## src/verilog/csf_pkg.sv

```systemverilog
// package: constants for the core status flag block
package csf_pkg;
  // status register bit positions
  localparam int FLAG_C = 0;
  localparam int FLAG_Z = 1;
  localparam int FLAG_I = 2;
  localparam int FLAG_D = 3;
  localparam int FLAG_B = 4;
  localparam int FLAG_T = 5;
  localparam int FLAG_V = 6;
  localparam int FLAG_N = 7;
  localparam logic [7:0] FLAGS_RST = 8'h04;
  // register offsets
  localparam logic [3:0] OFS_FLAGS = 4'h0;
  localparam logic [3:0] OFS_ACC = 4'h1;
  localparam logic [3:0] OFS_XREG = 4'h2;
  localparam logic [3:0] OFS_MEMX = 4'h3;
  localparam logic [3:0] OFS_IREQ = 4'h4;
  localparam logic [3:0] OFS_DIR = 4'h5;
  localparam logic [3:0] OFS_MODE = 4'h6;
  localparam logic [3:0] OFS_IST = 4'h7;
  localparam logic [3:0] OFS_IMSK = 4'h8;
  localparam logic [3:0] OFS_MDQ = 4'h9;
  localparam int MODE_FIX_BIT = 3;
  localparam int MODE_HS_BIT = 7;
  localparam logic [7:0] MODE_RST = 8'h08;
  // interrupt status bits
  localparam int EV_ALU = 0;
  localparam int EV_SEQ = 1;
  // timing: internal clock is oscillator / 2 with mode bit 7 set, oscillator / 8 otherwise
  localparam int PHI_DIV_HS = 2;
  localparam int PHI_DIV_LS = 8;
  localparam logic [7:0] RD_ZERO = 8'h00;
  // operations
  typedef enum logic [3:0] {
    CSF_OP_NOP = 4'h0,
    CSF_OP_ADC = 4'h1,
    CSF_OP_SUB_BORROW = 4'h2,
    CSF_OP_SET_CARRY = 4'h3,
    CSF_OP_CLR_CARRY = 4'h4,
    CSF_OP_CLR_DEC = 4'h5,
    CSF_OP_SED = 4'h6,
    CSF_OP_MULTIPLY = 4'h7,
    CSF_OP_DIV = 4'h8,
    CSF_OP_AND = 4'h9,
    CSF_OP_ORA = 4'hA,
    CSF_OP_SET = 4'hB,
    CSF_OP_CLT = 4'hC,
    CSF_OP_BIT_SET_BR = 4'hD
  } csf_op_t;
  typedef enum logic [2:0] {
    CSF_IDLE = 3'b001,
    CSF_EXEC = 3'b010,
    CSF_DONE = 3'b100
  } csf_state_t;
endpackage

```

## src/verilog/csf_core.sv

```systemverilog
// csf_core: status flag, decimal alu, request latency and timing for the 8-bit core
//
// The address-and-strobe port and the placing of the registers were chosen for this implementation.
`timescale 1ns/10ps
// What this block does
// (RULE1) on reset the interrupt-disable flag is set; other flags are undefined
// (RULE2) software initialises index-x mode and decimal flags before arithmetic
// (RULE3) an interrupt request write is seen by bit tests one instruction later
// (RULE4) with decimal flag set, add and subtract work in packed decimal
// (RULE5) software puts one instruction between decimal math and carry/decimal ops
// (RULE6) in decimal mode negative, overflow and zero flags are not valid
// (RULE7) multiply and divide ignore index-x mode and decimal flags
// (RULE8) multiply and divide leave the status register unchanged
// (RULE9) port direction register is write-only and reads give no valid data
// (RULE10) each instruction cycle takes one internal clock, oscillator over two with mode bit 7 set, over eight otherwise
// (RULE11) software keeps mode register bit 3 at one
// (RULE12) software never writes reserved addresses or bits
// (RULE13) index-x mode makes arithmetic use memory at x instead of accumulator
module csf_core import csf_pkg::*; #(
  parameter int DW = 8
) (
  // clock and reset
  input wire logic sys_clk,
  input wire logic rstn,
  // instruction issue
  input wire logic op_valid,
  input wire logic [3:0] op_code,
  input wire logic [DW-1:0] op_data,
  input wire logic [3:0] op_cycles,
  output logic op_done,
  output logic bit_set_taken,
  // register port
  input wire logic [3:0] reg_addr,
  input wire logic [DW-1:0] reg_wdata,
  input wire logic reg_wr,
  input wire logic reg_rd,
  output logic [DW-1:0] reg_rdata,
  // interrupt and observation
  output logic irq,
  output logic [DW-1:0] dir_out,
  output logic phi_tick
);
  logic [DW-1:0] flags_r, acc_r, xreg_r, memx_r, ireq_r, ireq_vis_r, dir_r, mode_r;
  logic [DW-1:0] mdq_r;
  logic [1:0] ist_r, imsk_r;
  logic [3:0] div_cnt_r, cyc_cnt_r, cyc_tgt_r;
  logic phi_r, op_done_r, bit_set_r, irq_r;
  logic [DW-1:0] rdata_r;
  logic ireq_pend_r;
  logic dec_last_r;
  logic ev_seq;
  csf_state_t st_r;
  csf_op_t op_r;
  logic [DW-1:0] opnd_r;
  logic [DW-1:0] src, res;
  logic [DW:0] bin_sum;
  logic res_c, res_v;
  logic [4:0] lo_s, hi_s;
  logic lo_c, hi_c;
  logic [3:0] div_lim;

  // ------------------------------------------------
  // internal clock enable
  // ------------------------------------------------
  assign div_lim = mode_r[MODE_HS_BIT] ? 4'(PHI_DIV_HS - 1) : 4'(PHI_DIV_LS - 1);
  always_ff @(posedge sys_clk) begin
    if (!rstn) begin
      div_cnt_r <= 4'h0;
      phi_r <= 1'b0;
    end else if (div_cnt_r >= div_lim) begin
      div_cnt_r <= 4'h0;
      phi_r <= 1'b1; // RULE10
    end else begin
      div_cnt_r <= div_cnt_r + 4'h1;
      phi_r <= 1'b0;
    end
  end
  assign phi_tick = phi_r;

  // ------------------------------------------------
  // execution sequencer
  // ------------------------------------------------
  always_ff @(posedge sys_clk) begin
    if (!rstn) begin
      st_r <= CSF_IDLE;
      op_r <= CSF_OP_NOP;
      opnd_r <= 8'h00;
      cyc_cnt_r <= 4'h0;
      cyc_tgt_r <= 4'h0;
      op_done_r <= 1'b0;
    end else begin
      op_done_r <= 1'b0;
      unique case (st_r)
        CSF_IDLE: begin
          if (op_valid) begin
            op_r <= csf_op_t'(op_code);
            opnd_r <= op_data;
            cyc_tgt_r <= (op_cycles == 4'h0) ? 4'h1 : op_cycles;
            cyc_cnt_r <= 4'h0;
            st_r <= CSF_EXEC;
          end
        end
        CSF_EXEC: begin
          // duration is cycle count times internal clock period
          if (phi_r) begin
            if (cyc_cnt_r + 4'h1 >= cyc_tgt_r) begin
              st_r <= CSF_DONE; // RULE10
            end
            cyc_cnt_r <= cyc_cnt_r + 4'h1;
          end
        end
        CSF_DONE: begin
          op_done_r <= 1'b1;
          st_r <= CSF_IDLE;
        end
      endcase
    end
  end
  assign op_done = op_done_r;

  // ------------------------------------------------
  // alu
  // ------------------------------------------------
  // index-x mode swaps the accumulator for memory at x
  assign src = flags_r[FLAG_T] ? memx_r : acc_r; // RULE13
  always_comb begin
    res = src;
    res_c = flags_r[FLAG_C];
    res_v = 1'b0;
    bin_sum = '0;
    lo_s = '0;
    hi_s = '0;
    lo_c = 1'b0;
    hi_c = 1'b0;
    if (op_r == CSF_OP_ADC || op_r == CSF_OP_SUB_BORROW) begin
      if (op_r == CSF_OP_ADC) begin
        bin_sum = {1'b0, src} + {1'b0, opnd_r} + {8'h00, flags_r[FLAG_C]};
      end else begin
        bin_sum = {1'b0, src} + {1'b0, ~opnd_r} + {8'h00, flags_r[FLAG_C]};
      end
      res = bin_sum[7:0];
      res_c = bin_sum[8];
      res_v = (src[7] ^ bin_sum[7]) & ~(src[7] ^ opnd_r[7] ^ (op_r == CSF_OP_SUB_BORROW));
      if (flags_r[FLAG_D]) begin
        if (op_r == CSF_OP_ADC) begin
          lo_s = {1'b0, src[3:0]} + {1'b0, opnd_r[3:0]} + {4'h0, flags_r[FLAG_C]};
          lo_c = lo_s > 5'h09;
          if (lo_c) lo_s = lo_s + 5'h06;
          hi_s = {1'b0, src[7:4]} + {1'b0, opnd_r[7:4]} + {4'h0, lo_c};
          hi_c = hi_s > 5'h09;
          if (hi_c) hi_s = hi_s + 5'h06;
        end else begin
          lo_s = {1'b0, src[3:0]} - {1'b0, opnd_r[3:0]} - {4'h0, ~flags_r[FLAG_C]};
          lo_c = lo_s[4];
          if (lo_c) lo_s = lo_s - 5'h06;
          hi_s = {1'b0, src[7:4]} - {1'b0, opnd_r[7:4]} - {4'h0, lo_c};
          hi_c = ~hi_s[4];
          if (hi_s[4]) hi_s = hi_s - 5'h06;
        end
        res = {hi_s[3:0], lo_s[3:0]}; // RULE4
        res_c = hi_c;
      end
    end else if (op_r == CSF_OP_AND) begin
      res = src & opnd_r;
    end else if (op_r == CSF_OP_ORA) begin
      res = src | opnd_r;
    end
  end

  // ------------------------------------------------
  // status flags and operands
  // ------------------------------------------------
  always_ff @(posedge sys_clk) begin
    if (!rstn) begin
      flags_r <= FLAGS_RST; // RULE1
      acc_r <= 8'h00;
      memx_r <= 8'h00;
      mdq_r <= 8'h00;
      dec_last_r <= 1'b0;
    end else if (reg_wr && reg_addr == OFS_FLAGS) begin
      flags_r <= reg_wdata;
    end else if (reg_wr && reg_addr == OFS_ACC) begin
      acc_r <= reg_wdata;
    end else if (reg_wr && reg_addr == OFS_MEMX) begin
      memx_r <= reg_wdata;
    end else if (st_r == CSF_DONE) begin
      dec_last_r <= flags_r[FLAG_D] && (op_r == CSF_OP_ADC || op_r == CSF_OP_SUB_BORROW);
      unique case (op_r)
        CSF_OP_ADC, CSF_OP_SUB_BORROW, CSF_OP_AND, CSF_OP_ORA: begin
          if (flags_r[FLAG_T]) memx_r <= res;
          else acc_r <= res;
          flags_r[FLAG_C] <= res_c;
          // decimal results set n and z from the decimal result and v from the binary sum
          flags_r[FLAG_N] <= res[7]; // RULE6
          flags_r[FLAG_Z] <= (res == 8'h00);
          flags_r[FLAG_V] <= res_v;
        end
        CSF_OP_SET_CARRY: flags_r[FLAG_C] <= 1'b1;
        CSF_OP_CLR_CARRY: flags_r[FLAG_C] <= 1'b0;
        CSF_OP_CLR_DEC: flags_r[FLAG_D] <= 1'b0;
        CSF_OP_SED: flags_r[FLAG_D] <= 1'b1;
        CSF_OP_SET: flags_r[FLAG_T] <= 1'b1;
        CSF_OP_CLT: flags_r[FLAG_T] <= 1'b0;
        // always accumulator based, no flag written
        CSF_OP_MULTIPLY: {mdq_r, acc_r} <= 16'(acc_r * opnd_r); // RULE7 RULE8
        CSF_OP_DIV: begin
          if (opnd_r != 8'h00) begin
            acc_r <= acc_r / opnd_r; // RULE7 RULE8
            mdq_r <= acc_r % opnd_r;
          end
        end
        default: ;
      endcase
    end
  end
  // set-carry/clear-carry/clear-decimal right after decimal math
  assign ev_seq = (st_r == CSF_DONE) && dec_last_r &&
    (op_r == CSF_OP_SET_CARRY || op_r == CSF_OP_CLR_CARRY || op_r == CSF_OP_CLR_DEC);

  // ------------------------------------------------
  // other registers
  // ------------------------------------------------
  always_ff @(posedge sys_clk) begin
    if (!rstn) begin
      xreg_r <= 8'h00;
      dir_r <= 8'h00;
      mode_r <= MODE_RST;
    end else if (reg_wr) begin
      if (reg_addr == OFS_XREG) xreg_r <= reg_wdata;
      if (reg_addr == OFS_DIR) dir_r <= reg_wdata;
      if (reg_addr == OFS_MODE) mode_r <= reg_wdata;
    end
  end
  assign dir_out = dir_r;

  // request bits: new value reaches bit tests after one more instruction
  always_ff @(posedge sys_clk) begin
    if (!rstn) begin
      ireq_r <= 8'h00;
      ireq_vis_r <= 8'h00;
      ireq_pend_r <= 1'b0;
    end else begin
      if (reg_wr && reg_addr == OFS_IREQ) begin
        ireq_r <= reg_wdata;
        ireq_pend_r <= 1'b1;
      end else if (st_r == CSF_DONE && ireq_pend_r) begin
        ireq_vis_r <= ireq_r; // RULE3
        ireq_pend_r <= 1'b0;
      end
    end
  end
  always_ff @(posedge sys_clk) begin
    if (!rstn) begin
      bit_set_r <= 1'b0;
    end else if (st_r == CSF_DONE && op_r == CSF_OP_BIT_SET_BR) begin
      bit_set_r <= ireq_vis_r[opnd_r[2:0]]; // RULE3
    end
  end
  assign bit_set_taken = bit_set_r;

  // ------------------------------------------------
  // interrupt status and mask
  // ------------------------------------------------
  always_ff @(posedge sys_clk) begin
    if (!rstn) begin
      ist_r <= 2'h0;
      imsk_r <= 2'h0;
      irq_r <= 1'b0;
    end else begin
      // set wins over a same-cycle clear
      ist_r[EV_ALU] <= (st_r == CSF_DONE) | (ist_r[EV_ALU] &
        ~(reg_wr && reg_addr == OFS_IST && reg_wdata[EV_ALU]));
      ist_r[EV_SEQ] <= ev_seq | (ist_r[EV_SEQ] &
        ~(reg_wr && reg_addr == OFS_IST && reg_wdata[EV_SEQ]));
      if (reg_wr && reg_addr == OFS_IMSK) imsk_r <= reg_wdata[1:0];
      irq_r <= |(ist_r & imsk_r);
    end
  end
  assign irq = irq_r;

  // ------------------------------------------------
  // read port
  // ------------------------------------------------
  always_ff @(posedge sys_clk) begin
    if (!rstn) begin
      rdata_r <= RD_ZERO;
    end else if (reg_rd) begin
      unique case (reg_addr)
        OFS_FLAGS: rdata_r <= flags_r;
        OFS_ACC: rdata_r <= acc_r;
        OFS_XREG: rdata_r <= xreg_r;
        OFS_MEMX: rdata_r <= memx_r;
        OFS_IREQ: rdata_r <= ireq_vis_r;
        OFS_DIR: rdata_r <= RD_ZERO; // RULE9
        OFS_MODE: rdata_r <= mode_r;
        OFS_IST: rdata_r <= {6'h00, ist_r};
        OFS_IMSK: rdata_r <= {6'h00, imsk_r};
        OFS_MDQ: rdata_r <= mdq_r;
        default: rdata_r <= RD_ZERO;
      endcase
    end else begin
      rdata_r <= RD_ZERO;
    end
  end
  assign reg_rdata = rdata_r;
endmodule

```

## config.mk

```make
export PLATFORM = sky130hd
export DESIGN_NAME = csf_core
export DESIGN_NICKNAME = d
export VERILOG_FILES = /design/src/verilog/csf_pkg.sv /design/src/verilog/csf_core.sv
export SDC_FILE = /design/constraint.sdc
export NUM_CORES = 1
export LEC_CHECK = 0
export BUFFER_PORTS_ARGS = -buffer_cell sky130_fd_sc_hd__buf_4
export CORE_UTILIZATION = 50
export CTS_CLUSTER_DIAMETER = 150
export DETAILED_ROUTE_END_ITERATION = 10
export PLACE_DENSITY = 0.79
export SYNTH_ARGS = -nofsm -noshare
export SYNTH_HDL_FRONTEND = slang
export SYNTH_SLANG_ARGS = --single-unit
```

## constraint.sdc

```tcl
create_clock -name sys_clk -period 14.8 [get_ports sys_clk]
set_clock_uncertainty 0.05 [all_clocks]
set_input_delay 0 -clock sys_clk [delete_from_list [all_inputs] [get_ports sys_clk]]
set_output_delay 0 -clock sys_clk [all_outputs]
set_load 0.01 [all_outputs]
```

==> results.md <==
* Outcome: finished, final reports clean
* Post-CTS Hold Buffers at 30
* # port buffers at 52
* Worst-path clk slew at 60 ps
* Die width at about 150 um
* Post-synth ARST share at 0%
* Clock sink total at 117
* Drt first pass iters at 6
* CTS tree: built
* Pwr dens at 231 nW/um^2
* Fin. Hold Viols at 0
* Critical path startpoint category: flip-flop
* Setup Buffers After CTS at 0
* Skew-Pair Late Insertion Delay at between 400 and 500 ps
* Initial antenna violation count at 0
* Area growth syn-to-layout at 11.8%
* Share of cells above drive strength 1 at roughly a tenth
* IO Pins at 53
* # diodes at 0
* Slowest library cell on the worst path: nor4_1
* Vias in the first global route at between 10000 and 15000
* GRT overflow at 0
* Tightest Pin Transition at 1110 ps
* Vias/cell at between 6 and 7
* Cell area after synthesis at 11600 um^2
* Cell count after synthesis at 1468
* Critical path class: reg -> reg
* Setup TNS at 0 ps
* Worst Path Arrival at 13950 ps
* Total core area at 22700 um^2
* Final slew viol count at 0
* Most frequent cells in the layout: nand2_1, nor2_1, ha_1, dfxtp_1, a21oi_1
* DR vias at 11300
* Ys Warns at 0
* Clock Tree Buf Depth at 2
* F_max at 73.3 MHz
* CTS H-Tree Depth at 4
* Number of synthesized flops with an enable pin at 0
* Placer's final routability congestion estimate at ~0.95
* RSZ-0062 raised after global routing: false
* Critical Path Most Common Cell: ha_1
* PostCTS Resize Cnt at 0
* Worst slew margin at 26.0%
* Commonest non-fill, non-tap cell in the layout: nand2_1
* Period minus WS final at between 10000 and 15000 ps
* Cell Rows at 55
* DPL Wire Length at between 20000 and 30000 um
* Register area share after synthesis at 20.1%
* CP Data Required Time at 15110 ps
* Final WL at 35700 um
* Max-cap violations at 0
* Final-report setup violation count at 0
* Post-DRT Antenna Nets at 0
* Worst Path Max Fanout at 17
* Total GRT Usage at 30.1%
* Final Util at between 50% and 60%
* P_leak at 5.61 nW
* IR drop worst, VDD at 376 uV
* First DRT Iteration DRCs at 1333
* Syn_area_per_cell at 7.93 um^2
* Residual DRC at 0
* Period utilization at roughly 90%
* Number of distinct library cells after synthesis at a little under 90
* Largest net degree at the start of global routing at 78
* First-pass GRT wire length at 56500 um
* CTS Buf Count at 17
* Initial core utilization at 51.2%
* Max stage delay on crit path at 990 ps
* CP Capture Type: flip-flop
* Top_reg_cell synth: dfxtp_1
* Mapped Nets at 1670
* # nets final at 1701
* Worst hold path class: in -> reg
* Die Height at between 150 and 200 um
* Die ar. at 23900 um^2
* Routed len/inst at 19.9 um
* Flop and latch count out of synthesis at about 120
* Clk root buf: clkbuf_16
## sequential cells by signal, indices dropped and copies added (netlist names), 2 cells and up
signal      count
st_r            3
xreg_r          8
dir_out         8
ireq_vis_r      8
mdq_r           8
acc_r           8
cyc_cnt_r       4
op_r            4
mode_r          8
opnd_r          8
reg_rdata       8
imsk_r          2
ireq_r          8
div_cnt_r       4
cyc_tgt_r       4
flags_r         8
memx_r          8
ist_r           2
## Yosys cell counts (6+ instances only)
library cell  count  area, um^2
xor2_1           21         184
nor2_1          136         510
fa_1             47         941
a31oi_1          19         119
a22oi_1          11        82.6
or3_1            10        62.6
nand2b_1         13        81.3
nand2_1         183         687
o21a_1           15         113
o22ai_1           7        43.8
dfxtp_1         117        2340
or2_2             7        43.8
and3_1           11        68.8
nor4_1            7        43.8
ha_1            122        1530
a311oi_1          7        61.3
o31ai_1           6        45.0
o221ai_1          7        61.3
inv_1            93         349
and2_1           19         119
o21bai_1          8        60.1
o21ai_0          66         330
a21oi_1         115         576
nand3_1          37         185
o211ai_1         10        75.1
mux2i_1          46         460
nor2b_1          24         150
xnor2_1          28         245
mux2_2           19         214
a21o_1           17         128
buf_6             8        90.1
nor4b_1           6        52.6
nor3_1           29         145
clkbuf_1         69         259
a211oi_1         22         165
## final cells by class
cell class | instances | area (um^2)
Inverter | 95 | 357
Timing Repair Buffer | 95 | 788
Clock inverter | 14 | 149
Clock buffer | 18 | 439
Multi-Input combinational cell | 1173 | 8570
Sequential cell | 117 | 2340
Fill cell | 1964 | 9700
Tap cell | 285 | 357
## metal layers
metal | GRT usage, % | up-vias | share of wire [%]
met3 | 4.82 | 147 | 9.1
li1 | - | 5262 | -
met4 | 16.3 | 0 | 5.1
met2 | 49.6 | 590 | 46
met5 | 0 | - | 0
met1 | 37.8 | 5262 | 40
## worst max-delay path, delay by kind of cell (launching register included)
family | cells | cell delay [ps]
simple gates | 14 | 4770
compound gates | 22 | 4650
fa+ha+maj | 7 | 2160
mux | 3 | 1230
flops | 1 | 480
buf+inv | 1 | 220
## cells by family (layout without fill, tap and decap cells)
kind of cell               after synthesis  after routing  share of synthesized area [%]
and+or+nand+nor                        513            513                           20.8
AOI/OAI and AO/OA                      371            371                           21.0
buffers and inverters                  178            222                           6.34
adders and majority gates              169            169                           21.2
DFF                                    117            117                           20.1
muxes                                   70             70                           6.69
xor gates and xnor gates                50             50                           3.88
## metrics by stage
| step | cell area (um^2) | hold slack (ps) | cells | worst slack (ps) | total power [mW] |
|---|---|---|---|---|---|
| 4_1_cts | 13000 | 21.6 | 1797 | 1230 | 2.98 |
| 2_1_floorplan | 11600 | 74.0 | 1468 | 3160 | 2.19 |
| 5_1_grt | 13000 | 44.9 | 1797 | 92.8 | 3.25 |
| 3_5_place_dp | 12100 | 209 | 1735 | 1270 | 2.55 |
| 6_report | 13000 | 35.0 | 1797 | 1160 | 3.01 |
| 3_3_place_gp | 12100 | 183 | 1735 | 1600 | 2.50 |
## path summary, 6_finish.rpt
| kind | cells past startpoint | to | slack (ps) | startpoint |
|---|---|---|---|---|
| worst min register to register | 2 | xreg_r[1] | 410 | xreg_r[1] |
| worst max register to register | 47 | mdq_r[7] | 1160 | opnd_r[7] |
| worst max-delay path | 47 | mdq_r[7] | 1160 | opnd_r[7] |
| worst min-delay path | 3 | reg_rdata[5] | 40 | reg_rd |
## power by group
group | internal, mW | leakage (nW) | switching [mW] | total [mW]
Clock | 0.253 | 0.279 | 0.161 | 0.414
Combinational | 0.949 | 4.38 | 1.31 | 2.26
Sequential | 0.322 | 0.947 | 0.0152 | 0.337
No activity file was read; power rests on OpenSTA's default activity.
